[src/dtm_defines.svh]
// Register offsets, field positions, reset values and timing counts of the dual timer block.
// Assumes nothing; definitions only.
`ifndef DTM_DEFINES_SVH
`define DTM_DEFINES_SVH
`define DTM_ADDR_MODE 8'h89
`define DTM_ADDR_A_LOW 8'h8A
`define DTM_ADDR_B_LOW 8'h8B
`define DTM_ADDR_A_HIGH 8'h8C
`define DTM_ADDR_B_HIGH 8'h8D
`define DTM_ADDR_CTRL 8'h88
`define DTM_ADDR_IRQ_STAT 8'h90
`define DTM_ADDR_IRQ_EN 8'h91
`define DTM_ADDR_IRQ_CLR 8'h92
`define DTM_MODE_RESET 8'h00
`define DTM_BIT_B_GATING 7
`define DTM_BIT_B_SOURCE 6
`define DTM_BIT_A_GATING 3
`define DTM_BIT_A_SOURCE 2
`define DTM_FLD_B_MODE 5:4
`define DTM_FLD_A_MODE 1:0
`define DTM_CTRL_B_OVF 7
`define DTM_CTRL_B_RUN 6
`define DTM_CTRL_A_OVF 5
`define DTM_CTRL_A_RUN 4
`define DTM_SYS_HZ 40000000
`define DTM_TICK_HZ 5000000
`define DTM_TICK_DIV (`DTM_SYS_HZ / `DTM_TICK_HZ)
`endif

[src/dtm_pkg.sv]
// Types shared by the dual timer block.
// Assumes the defines header for numeric constants.
package dtm_pkg;
   typedef enum logic [1:0] {
      DTM_MODE_13BIT = 2'b00,
      DTM_MODE_16BIT = 2'b01,
      DTM_MODE_RELOAD = 2'b10,
      DTM_MODE_SPLIT = 2'b11
   } dtm_mode_t;
   typedef enum logic [0:0] {
      DTM_EDGE_IDLE = 1'b0,
      DTM_EDGE_HIGH = 1'b1
   } dtm_edge_t;
endpackage

[src/dtm_timer.sv]
// Dual timer/counter with mode register, control register and interrupt status.
// Assumes a single-cycle register port and asynchronous count and gate pins.
//
// The address-and-strobe port was left to the implementer.
`timescale 1ns/1ps
`include "dtm_defines.svh"
module dtm_timer (
   // Clock and reset
   input wire logic clk_i,
   input wire logic rst_n_i,
   // Register port
   input wire logic [7:0] addr_i,
   input wire logic [7:0] wdata_i,
   input wire logic wr_i,
   input wire logic rd_i,
   output logic [7:0] rdata_o,
   // Interrupt service entry, one-cycle pulses from the core
   input wire logic a_isr_ack_i,
   input wire logic b_isr_ack_i,
   // External pins
   input wire logic timer_a_count_pin_i,
   input wire logic timer_b_count_pin_i,
   input wire logic timer_a_gate_pin_i,
   input wire logic timer_b_gate_pin_i,
   // Interrupt and overflow flags
   output logic irq_o,
   output logic timer_a_overflow_flag_o,
   output logic timer_b_overflow_flag_o
);
   import dtm_pkg::*;

   // Mode register and the four counter bytes
   logic [7:0] mode_reg, mode_next;
   logic [7:0] a_low_reg, a_low_next, a_high_reg, a_high_next;
   logic [7:0] b_low_reg, b_low_next, b_high_reg, b_high_next;
   // Run and overflow bits of the control register
   logic a_run_reg, a_run_next, b_run_reg, b_run_next;
   logic a_ovf_reg, a_ovf_next, b_ovf_reg, b_ovf_next;
   // Interrupt status and enable, read data and the registered request
   logic [1:0] irq_stat_reg, irq_stat_next, irq_en_reg, irq_en_next;
   logic [7:0] rdata_reg, rdata_next;
   logic irq_reg, irq_next;
   // Tick divider and per-pin synchroniser results
   logic [2:0] div_reg, div_next;
   logic tick;
   logic [3:0] pin_lvl, pin_rise;
   // Per-cycle increment decisions and overflow events
   logic a_gate_ok, b_gate_ok, a_inc, b_inc;
   logic ovf_a_evt, ovf_b_evt;
   dtm_mode_t a_mode, b_mode;

   ////////////////////////////////////////////////////////////////
   // Pin synchronisers: count pins use edges, gate pins use levels
   // One synchroniser per pin; the gate edges and count levels are simply left unused
   genvar gi;
   generate
      for (gi = 0; gi < 4; gi = gi + 1) begin : g_pin
         logic pin_raw;
         if (gi == 0) begin : g0
            assign pin_raw = timer_a_count_pin_i;
         end else if (gi == 1) begin : g1
            assign pin_raw = timer_b_count_pin_i;
         end else if (gi == 2) begin : g2
            assign pin_raw = timer_a_gate_pin_i;
         end else begin : g3
            assign pin_raw = timer_b_gate_pin_i;
         end
         dtm_pin_sync u_sync (
            .clk_i(clk_i),
            .rst_n_i(rst_n_i),
            .pin_i(pin_raw),
            .level_o(pin_lvl[gi]),
            .rise_o(pin_rise[gi])
         );
      end
   endgenerate

   ////////////////////////////////////////////////////////////////
   // Tick divider: the timer resolution is slower than the core clock
   always_comb begin
      // Free-running: the first tick after a run comes within eight clocks, not at once
      tick = (div_reg == 3'(`DTM_TICK_DIV - 1));
      div_next = tick ? 3'h0 : div_reg + 3'h1;
   end

   ////////////////////////////////////////////////////////////////
   // Increment enables from gating and source selection
   always_comb begin
      a_mode = dtm_mode_t'(mode_reg[`DTM_FLD_A_MODE]);
      b_mode = dtm_mode_t'(mode_reg[`DTM_FLD_B_MODE]);
      // A closed gate or a cleared run bit freezes the count but keeps its value
      a_gate_ok = a_run_reg && (!mode_reg[`DTM_BIT_A_GATING] || pin_lvl[2]);
      b_gate_ok = b_run_reg && (!mode_reg[`DTM_BIT_B_GATING] || pin_lvl[3]);
      a_inc = a_gate_ok && (mode_reg[`DTM_BIT_A_SOURCE] ? pin_rise[0] : tick);
      b_inc = b_gate_ok && (mode_reg[`DTM_BIT_B_SOURCE] ? pin_rise[1] : tick);
   end

   ////////////////////////////////////////////////////////////////
   // Counter datapath for both timers
   always_comb begin
      a_low_next = a_low_reg;
      a_high_next = a_high_reg;
      b_low_next = b_low_reg;
      b_high_next = b_high_reg;
      ovf_a_evt = 1'b0;
      ovf_b_evt = 1'b0;
      // Timer A
      if (a_inc) begin
         case (a_mode)
            // Low five bits prescale; bits 7:5 stay zero so reads show only the prescaler
            DTM_MODE_13BIT: begin
               a_low_next = {3'h0, a_low_reg[4:0] + 5'h01};
               if (a_low_reg[4:0] == 5'h1F) begin
                  a_high_next = a_high_reg + 8'h01;
                  ovf_a_evt = (a_high_reg == 8'hFF);
               end
            end
            // Carry from the low byte into the high byte
            DTM_MODE_16BIT: begin
               a_low_next = a_low_reg + 8'h01;
               if (a_low_reg == 8'hFF) begin
                  a_high_next = a_high_reg + 8'h01;
                  ovf_a_evt = (a_high_reg == 8'hFF);
               end
            end
            // The high byte is only a reload value here and never counts
            DTM_MODE_RELOAD: begin
               a_low_next = (a_low_reg == 8'hFF) ? a_high_reg : a_low_reg + 8'h01;
               ovf_a_evt = (a_low_reg == 8'hFF);
            end
            // Split: this is the low half, on timer A controls
            default: begin
               a_low_next = a_low_reg + 8'h01;
               ovf_a_evt = (a_low_reg == 8'hFF);
            end
         endcase
      end
      // Split mode: high half of A runs on timer B controls
      if (a_mode == DTM_MODE_SPLIT && b_inc) begin
         a_high_next = a_high_reg + 8'h01;
         ovf_b_evt = (a_high_reg == 8'hFF);
      end else if (b_inc && b_mode != DTM_MODE_SPLIT) begin
         case (b_mode)
            // Same encoding as timer A
            DTM_MODE_13BIT: begin
               b_low_next = {3'h0, b_low_reg[4:0] + 5'h01};
               if (b_low_reg[4:0] == 5'h1F) begin
                  b_high_next = b_high_reg + 8'h01;
                  ovf_b_evt = (b_high_reg == 8'hFF);
               end
            end
            DTM_MODE_16BIT: begin
               b_low_next = b_low_reg + 8'h01;
               if (b_low_reg == 8'hFF) begin
                  b_high_next = b_high_reg + 8'h01;
                  ovf_b_evt = (b_high_reg == 8'hFF);
               end
            end
            // Reload mode; code 11 never gets here because timer B then holds
            default: begin
               b_low_next = (b_low_reg == 8'hFF) ? b_high_reg : b_low_reg + 8'h01;
               ovf_b_evt = (b_low_reg == 8'hFF);
            end
         endcase
      end
      // Software writes to the data bytes take precedence over counting
      if (wr_i) begin
         case (addr_i)
            `DTM_ADDR_A_LOW: a_low_next = wdata_i;
            `DTM_ADDR_A_HIGH: a_high_next = wdata_i;
            `DTM_ADDR_B_LOW: b_low_next = wdata_i;
            `DTM_ADDR_B_HIGH: b_high_next = wdata_i;
            default: ;
         endcase
      end
   end

   // Counter bytes and tick divider
   always_ff @(posedge clk_i or negedge rst_n_i) begin
      if (!rst_n_i) begin
         a_low_reg <= 8'h00;
         a_high_reg <= 8'h00;
         b_low_reg <= 8'h00;
         b_high_reg <= 8'h00;
         div_reg <= 3'h0;
      end else begin
         a_low_reg <= a_low_next;
         a_high_reg <= a_high_next;
         b_low_reg <= b_low_next;
         b_high_reg <= b_high_next;
         div_reg <= div_next;
      end
   end

   ////////////////////////////////////////////////////////////////
   // Mode, control and interrupt registers; hardware set beats any clear
   always_comb begin
      mode_next = mode_reg;
      a_run_next = a_run_reg;
      b_run_next = b_run_reg;
      a_ovf_next = a_ovf_reg;
      b_ovf_next = b_ovf_reg;
      irq_en_next = irq_en_reg;
      irq_stat_next = irq_stat_reg;
      if (wr_i) begin
         case (addr_i)
            `DTM_ADDR_MODE: mode_next = wdata_i;
            `DTM_ADDR_CTRL: begin
               a_run_next = wdata_i[`DTM_CTRL_A_RUN];
               b_run_next = wdata_i[`DTM_CTRL_B_RUN];
               a_ovf_next = wdata_i[`DTM_CTRL_A_OVF];
               b_ovf_next = wdata_i[`DTM_CTRL_B_OVF];
            end
            `DTM_ADDR_IRQ_EN: irq_en_next = wdata_i[1:0];
            `DTM_ADDR_IRQ_CLR: irq_stat_next = irq_stat_reg & ~wdata_i[1:0];
            default: ;
         endcase
      end
      // Service entry clears first, so an overflow in the same cycle still sets the flag
      if (a_isr_ack_i) begin
         a_ovf_next = 1'b0;
      end
      if (b_isr_ack_i) begin
         b_ovf_next = 1'b0;
      end
      if (ovf_a_evt) begin
         a_ovf_next = 1'b1;
         irq_stat_next[0] = 1'b1;
      end
      if (ovf_b_evt) begin
         b_ovf_next = 1'b1;
         irq_stat_next[1] = 1'b1;
      end
      // Taken from the next values so the request follows status with no extra cycle
      irq_next = |(irq_stat_next & irq_en_next);
   end

   // Register stage for mode, control and interrupt state
   always_ff @(posedge clk_i or negedge rst_n_i) begin
      if (!rst_n_i) begin
         mode_reg <= `DTM_MODE_RESET;
         a_run_reg <= 1'b0;
         b_run_reg <= 1'b0;
         a_ovf_reg <= 1'b0;
         b_ovf_reg <= 1'b0;
         irq_en_reg <= 2'h0;
         irq_stat_reg <= 2'h0;
         irq_reg <= 1'b0;
      end else begin
         mode_reg <= mode_next;
         a_run_reg <= a_run_next;
         b_run_reg <= b_run_next;
         a_ovf_reg <= a_ovf_next;
         b_ovf_reg <= b_ovf_next;
         irq_en_reg <= irq_en_next;
         irq_stat_reg <= irq_stat_next;
         irq_reg <= irq_next;
      end
   end

   ////////////////////////////////////////////////////////////////
   // Read data, valid the cycle after the strobe; unmapped reads zero
   always_comb begin
      rdata_next = 8'h00;
      if (rd_i) begin
         case (addr_i)
            `DTM_ADDR_MODE: rdata_next = mode_reg;
            `DTM_ADDR_A_LOW: rdata_next = a_low_reg;
            `DTM_ADDR_A_HIGH: rdata_next = a_high_reg;
            `DTM_ADDR_B_LOW: rdata_next = b_low_reg;
            `DTM_ADDR_B_HIGH: rdata_next = b_high_reg;
            `DTM_ADDR_CTRL: rdata_next = {b_ovf_reg, b_run_reg, a_ovf_reg, a_run_reg, 4'h0};
            `DTM_ADDR_IRQ_STAT: rdata_next = {6'h00, irq_stat_reg};
            `DTM_ADDR_IRQ_EN: rdata_next = {6'h00, irq_en_reg};
            default: rdata_next = 8'h00;
         endcase
      end
   end

   // Registered so the read data come straight from a flip-flop
   always_ff @(posedge clk_i or negedge rst_n_i) begin
      if (!rst_n_i) begin
         rdata_reg <= 8'h00;
      end else begin
         rdata_reg <= rdata_next;
      end
   end

   // Every output is a flip-flop output, no logic after the registers
   assign rdata_o = rdata_reg;
   assign irq_o = irq_reg;
   assign timer_a_overflow_flag_o = a_ovf_reg;
   assign timer_b_overflow_flag_o = b_ovf_reg;
endmodule

[src/dtm_pin_sync.sv]
// Two-stage synchroniser with rising-edge detector for one external pin.
// Assumes the pin is asynchronous to clk_i.
`timescale 1ns/1ps
module dtm_pin_sync (
   // Clock and reset
   input wire logic clk_i,
   input wire logic rst_n_i,
   // Pin and results
   input wire logic pin_i,
   output logic level_o,
   output logic rise_o
);
   import dtm_pkg::*;
   logic meta_reg, meta_next;
   logic sync_reg, sync_next;
   dtm_edge_t last_reg, last_next;

   ////////////////////////////////////////////////////////////////
   // Next values; the first stage feeds only the second
   always_comb begin
      meta_next = pin_i;
      sync_next = meta_reg;
      case (sync_reg)
         1'b1: last_next = DTM_EDGE_HIGH;
         default: last_next = DTM_EDGE_IDLE;
      endcase
   end

   always_ff @(posedge clk_i or negedge rst_n_i) begin
      if (!rst_n_i) begin
         meta_reg <= 1'b0;
         sync_reg <= 1'b0;
         last_reg <= DTM_EDGE_IDLE;
      end else begin
         meta_reg <= meta_next;
         sync_reg <= sync_next;
         last_reg <= last_next;
      end
   end

   assign level_o = sync_reg;
   assign rise_o = sync_reg && (last_reg == DTM_EDGE_IDLE);
endmodule

[config.mk]
export PLATFORM = sky130hd
export DESIGN_NAME = dtm_timer
export DESIGN_NICKNAME = d
export VERILOG_FILES = /design/src/dtm_pkg.sv /design/src/dtm_timer.sv /design/src/dtm_pin_sync.sv
export VERILOG_INCLUDE_DIRS = /design/src /design/src/src
export SDC_FILE = /design/constraint.sdc
export NUM_CORES = 1
export LEC_CHECK = 0
export BUFFER_PORTS_ARGS = -buffer_cell sky130_fd_sc_hd__buf_2
export CAP_MARGIN = 30
export CORE_MARGIN = 2
export CORE_UTILIZATION = 60
export CTS_BUF_LIST = sky130_fd_sc_hd__clkbuf_8
export DETAILED_ROUTE_END_ITERATION = 10
export GPL_ROUTABILITY_DRIVEN = 0
export GPL_TIMING_DRIVEN = 0
export HOLD_SLACK_MARGIN = 0.03
export PLACE_DENSITY = 0.89
export SLEW_MARGIN = 20
export SYNTH_ARGS = -nofsm -noshare
export SYNTH_HDL_FRONTEND = slang
export SYNTH_SLANG_ARGS = --single-unit
[constraint.sdc]
create_clock -name clk_i -period 2.5 [get_ports clk_i]
set_input_delay 0.5 -clock clk_i [delete_from_list [all_inputs] [get_ports clk_i]]
set_output_delay 0.5 -clock clk_i [all_outputs]
set_load 0.02 [all_outputs]
Word-level counts from Yosys, hierarchy flattened
Cells that the tools add are included.
Widths: inputs -> output; s select.
{"block": "totals", "input_bits": 26, "ff_bits": 70, "out_inout_bits": 11, "word_cells": 135}
{"block": "op_classes", "n_addsub": 7, "mux": 55, "bitwise_logic": 5, "reduce_logical": 23, "eq_ne": 21}
{"op": "$mux 8", "count": 22}
{"op": "$eq 8x8->1 const B", "count": 13}
{"op": "$pmux 8 s2", "count": 4}
{"op": "$pmux 8 s8", "count": 1}
{"op": "$add 8x1->8 const B", "count": 4}
{"op": "$mux 1", "count": 21}
{"op": "$reduce_bool 3->1", "count": 4}
{"op": "$add 5x1->5 const B", "count": 2}
{"op": "$eq 5x5->1 const B", "count": 2}
{"op": "$logic_and 1x1->1", "count": 8}
{"op": "$mux 2", "count": 4}
{"op": "$reduce_and 2->1", "count": 4}
{"op": "$and 2x2->2", "count": 2}
{"op": "$eq 2x1->1 const B", "count": 2}
{"op": "$eq 2x2->1 const B", "count": 2}
{"op": "$logic_not 2->1", "count": 2}
{"op": "$pmux 1 s2", "count": 2}
{"op": "$add 3x1->3 const B", "count": 1}
{"op": "$eq 3x3->1 const B", "count": 1}
{"op": "$mux 3", "count": 1}
{"op": "$logic_not 1->1", "count": 2}
{"op": "$logic_or 1x1->1", "count": 2}
{"op": "$ne 2x2->1 const B", "count": 1}
{"op": "$not 1->1", "count": 2}
{"op": "other kinds (2)", "count": 2}

Logic depth before layout (Yosys ltp)
{"block": "depth", "word_depth": 10, "depth_mapped": 9, "depth_no_buf": 8}

By module
A second synthesis with hierarchy kept.
{"block": "unflattened", "hier_cells": 431, "area_unflattened_um2": 4134.0}
{"mod": "dtm_timer", "seq_area_each_um2": 1501.4, "area_each_um2": 3778.6, "instances": 1, "cells_each": 415}
{"mod": "dtm_pin_sync", "seq_area_each_um2": 75.1, "area_each_um2": 88.8, "instances": 4, "cells_each": 4}

Worst setup path before layout
No wires, ideal clock.
{"block": "synth_timing", "kind": "in2reg", "start": "in addr_i[5]", "end": "reg a_run_reg", "n_path_buf": 2, "t_required_ns": 2.375, "t_arrival_ns": 2.111, "path_stages": 7, "setup_slack_ns": 0.263, "cell_sequence": "nor4b_2 -> nand2_1 -> or2_1 -> buf_6 -> or4b_4 -> buf_6 -> mux2_4"}
{"block": "synth_via", "elab_chain_cells": 2}
{"item": "start: declaration", "line": "dtm_timer.sv:12", "text": "input wire logic [7:0] addr_i,"}
{"item": "$eq 8x8->1", "line": "dtm_timer.sv:206", "text": "case (addr_i)"}
{"item": "$reduce_and 2->1 (no source line)"}
{"item": "end signal: assignment", "line": "dtm_timer.sv:251", "text": "a_run_reg <= a_run_next;"}
{"item": "end: declaration", "line": "dtm_timer.sv:37", "text": "logic a_run_reg, a_run_next, b_run_reg, b_run_next;"}
No other way between the ends.
A chain may end at the register's enable or synchronous reset.

Final worst setup path
{"block": "layout_timing", "start": "reg div_reg[0]", "end": "reg b_low_reg[2]"}
{"block": "layout_via", "elab_chain_cells": 8, "elab_cells_between_ends": 9, "cone_classes": "1 x eq/ne; 5 x mux; 3 x reduce/logical"}
{"item": "start: declaration", "line": "dtm_timer.sv:44", "text": "logic [2:0] div_reg, div_next;"}
{"item": "start signal: assignment", "line": "dtm_timer.sv:191", "text": "div_reg <= div_next;"}
{"item": "$eq 3x3->1 (*)", "line": "dtm_timer.sv:82", "text": "tick = (div_reg == 3'(`DTM_TICK_DIV - 1));"}
{"item": "$mux 1 (*)", "line": "dtm_timer.sv:95", "text": "b_inc = b_gate_ok && (mode_reg[`DTM_BIT_B_SOURCE] ? pin_rise[1] : tick);"}
{"item": "$logic_and 1x1->1 (*)", "line": "dtm_timer.sv:95"}
{"item": "$logic_and 1x1->1", "line": "dtm_timer.sv:142", "text": "end else if (b_inc && b_mode != DTM_MODE_SPLIT) begin"}
{"item": "$mux 8", "line": "dtm_timer.sv:142"}
{"item": "$mux 8 (*)", "line": "dtm_timer.sv:139", "text": "if (a_mode == DTM_MODE_SPLIT && b_inc) begin"}
{"item": "$mux 8", "line": "dtm_timer.sv:168", "text": "case (addr_i)"}
{"item": "$mux 8 (*)", "line": "dtm_timer.sv:167", "text": "if (wr_i) begin"}
{"item": "via b_low_next[2]", "line": "dtm_timer.sv:35", "text": "logic [7:0] b_low_reg, b_low_next, b_high_reg, b_high_next;"}
{"item": "end signal: assignment", "line": "dtm_timer.sv:189", "text": "b_low_reg <= b_low_next;"}
{"item": "end: declaration", "line": "dtm_timer.sv:35"}
The timed path passes the listed nets; every way through them passes the cells marked *.

==> impl_metrics.yaml <==
global_route:
  grt_pass1_vias: 3400
  overflow: 0
  grtUsageTotal: 0.3087
  grt_antenna_before_repair: 0
  grt_pass1_wl_microns: 17230
  grt_max_degree: 38
job:
  drv_cap: 0
worst_setup_path:
  crit_chain: "ha_1, ha_1, nor2b_2, o2111ai_2, or2_2, clkbuf_1, nor2_1, a211oi_1, nor2_1"
  cp_num_buf_inv: 1
  timing.rr.start: "div_reg[0]"
  crit_end: "b_low_reg[2]"
  slowest_stage: "dfrtp_1"
  arrival_ns: 2.60
  cp_top_family: "compound AO/OA/AOI/OAI gates"
  critical_path.max_stage_delay_ns: 0.39
  worstPathMaxFanout: 7
  end_kind: "flip-flop"
  r2r-end: "b_low_reg[2]"
  required_ns: 2.73
  reg2reg_depth: 9
  reg2reg_slack_ns: 0.14
  cp-start-kind: "flip-flop"
  cp_num_cells: 9
  crit_type: "flip-flop to flip-flop"
  critPathLaunch: "div_reg[0]"
yosys:
  yosys_warnings: 0
  yosys-top-cells-area: "dfrtp_1 44%, nand2_1 4.6%, mux2_2 4.0%"
  synth-simple-area-share: 0.2071
  ys.flop_type: "dfrtp_1"
  synth_xor_area_frac: 0.01768
  yosysSeqAreaShare: 0.4421
  synth_edf_count: 0
  synth_top_family_by_area: "simple AND/OR/NAND/NOR gates"
  yosysTopAreaCell: "dfrtp_1"
  yosys.area_share.adder: 0.02210
  async_reset_ff_frac: 1.000
  ys_types: 61
  syn-cell-area_sq_mm: 0.003963
  synth.area.mux_share: 0.09788
  syn_avg_cell_area_sq_um: 9.503
  syn_nets: 450
  synth_compound_area_frac: 0.1806
  ys_ff_latch: 70
  synth.top_cell.area_share: 0.4421
  synthCells: 417
power:
  switchingPower_uw: 899.4
  pwr-share-comb: 0.186
  power_density_mw_per_mm2: 613.9
  seqPwrFrac: 0.507
  p_int_mw: 1.846
  p_leak_nw: 1.891
  clockPowerShare: 0.307
  total_power_mw: 2.745
  p_sw_frac: 0.3276
  irDropWorstVdd_mv: 0.4285
route:
  vias: 3718
  dr.pass1.iters: 7
  drc: 0
  routed_wl_microns: 10710
  via_per_inst: 6.810
  drt-initial-drc-count: 476
  postRouteAntennaNets: 0
  wl_per_cell_microns: 19.61
status:
  status: "complete, no violations"
cells_and_area:
  fin_cells: 546
  fillers: 446
  insertedDiodeCount: 0
  area_delta_synth_final_pct: 12.85
  layout-drive-gt1-share: 0.2004
  final_util: 0.7002
  layout.nets: 497
  fin_area_sq_mm: 0.004472
place:
  dpl.hpwl_microns: 7546
  dpl.cell_count: 528
  dpl_cell_area_sq_mm: 0.004247
  pre_cts_ws_ns: 0.006843
  io_buffers: 33
cts:
  h-tree-depth: 3
  clock_sinks: 70
  cts_tree: "done"
  clk_latency_ns: 0.35
  clkTransAtPathRegs_ns: 0.08
  cts_buffers: 9
  cts_root_buffer: "clkbuf_8"
  hold_buffers: 0
  clock_path_buffers: 2
sta:
  setup_viol_count_final: 0
  maxSlewViolCount: 0
  clock_skew_ns: 0.006036
  holdWs_ns: 0.09004
  setup_tns_ns: 0
  min_period_ns: 2.362
  fmax_mhz: 423.4
  hold_violations: 0
  worst_pin_slew_ns: 0.7499
  rsz0062_at_grt: "no"
  fin_ws_ns: 0.1381
  period_share: 0.9447
  slew_headroom: 0.4988
die:
  initial_core_util: 0.6205
  dieArea_sq_mm: 0.007270
  io_pins: 37
  die_w_microns: 85.27
  die_h_microns: 85.27
  rows: 29
  core_sq_mm: 0.006386
worst_hold_path:
  holdCritPathClass: "input port to async pin"
## cell usage after synthesis, drive strengths merged (4+ instances only)
cell type / count
and2: 5
nor2b: 5
xor2: 5
inv: 8
or3: 5
o31ai: 6
nand2: 49
buf: 8
nor2: 36
clkbuf: 12
nand4: 11
a21oi: 25
a221oi: 4
a31oi: 9
dfrtp: 70
o21ai: 29
and4: 4
a211oi: 5
nand3: 18
and3: 7
ha: 7
mux2i: 11
a22oi: 11
nor3: 5
mux2: 16
mux4: 4
o211ai: 5
## repair_timing
action	4_1_cts	5_1_grt
pin swaps	0	0
setup endpoints to repair	1	13
resized for setup	2	4
buffers inserted	0	1
## worst min path at each step
| stage | start | end | slack, ns | cells past startpoint |
|---|---|---|---|---|
| floorplan | rst_n_i | a_high_reg[0] | 0.20 | 0 |
| global placement | g_pin[3].u_sync.meta_reg | g_pin[3].u_sync.level_o | 0.33 | 0 |
| detailed placement | g_pin[3].u_sync.meta_reg | g_pin[3].u_sync.level_o | 0.34 | 0 |
| CTS | rst_n_i | mode_reg[0] | 0.10 | 1 |
| global route | rst_n_i | mode_reg[1] | 0.12 | 1 |
| finish | rst_n_i | a_low_reg[0] | 0.09 | 1 |
## cell usage in the layout, fill, tap and decap left out, drive strengths merged, types with 3 or more instances in the layout
cell type / instances
nand3: 18
ha: 7
a22oi: 11
and3: 7
a21oi: 25
buf: 44
nand2: 49
nand4: 11
xnor2: 3
or3: 5
o211ai: 5
o22ai: 3
mux4: 4
mux2i: 11
o31ai: 6
nor3: 5
clkbuf: 22
clkinv: 3
nor4: 3
a211oi: 5
inv: 9
and2: 5
dfrtp: 70
nor2b: 5
mux2: 16
and4: 4
nor2: 36
a221oi: 4
o21ai: 29
or2: 3
xor2: 5
a31oi: 9
## cell type report
| cell class | instances | area (sq um) | area share |
|---|---|---|---|
| Tap cell | 77 | 96.34 | 0.02154 |
| Sequential cell | 70 | 1752 | 0.3917 |
| Timing Repair Buffer | 36 | 200.2 | 0.04477 |
| Clock buffer | 10 | 137.6 | 0.03078 |
| Clock inverter | 6 | 46.29 | 0.01035 |
| Multi-Input combinational cell | 319 | 2111 | 0.4720 |
| Buffer | 20 | 98.84 | 0.02210 |
| Inverter | 8 | 30.03 | 0.006715 |
## per-layer routing
| layer | share of wire | track usage | vias up |
|---|---|---|---|
| met4 | 0.052 | 0.1732 | 0 |
| met2 | 0.44 | 0.4482 | 310 |
| met3 | 0.13 | 0.07296 | 55 |
| li1 | - | - | 1653 |
| met1 | 0.38 | 0.4273 | 1700 |
| met5 | 0 | 0 | - |
## kinds of logic after synthesis
kind of cell / after synthesis
adders and majority gates: 7
and+or+nand+nor: 162
DFF: 70
buffers and inverters: 28
muxes: 31
AOI/OAI and AO/OA: 111
xor gates and xnor gates: 8
## worst register-to-register path: cells and delay by family, from the launching register on
kind / cells / cell delay [ns]
AO/OA/AOI/OAI: 2 / 0.60
adder cells (fa/ha/maj): 2 / 0.42
buffers and inverters: 1 / 0.28
flip-flops: 1 / 0.39
AND/OR/NAND/NOR: 4 / 0.56
## power by group through the flow
| stage | Combinational (mW) | Clock (mW) | Sequential [mW] |
|---|---|---|---|
| floorplan | 0.360 | 0 | 1.35 |
| global placement | 0.468 | 0 | 1.40 |
| detailed placement | 0.500 | 0 | 1.40 |
| CTS | 0.501 | 0.853 | 1.38 |
| global route | 0.558 | 0.904 | 1.40 |
| finish | 0.511 | 0.842 | 1.39 |
Note: power is estimated with default switching activity, not from simulation.
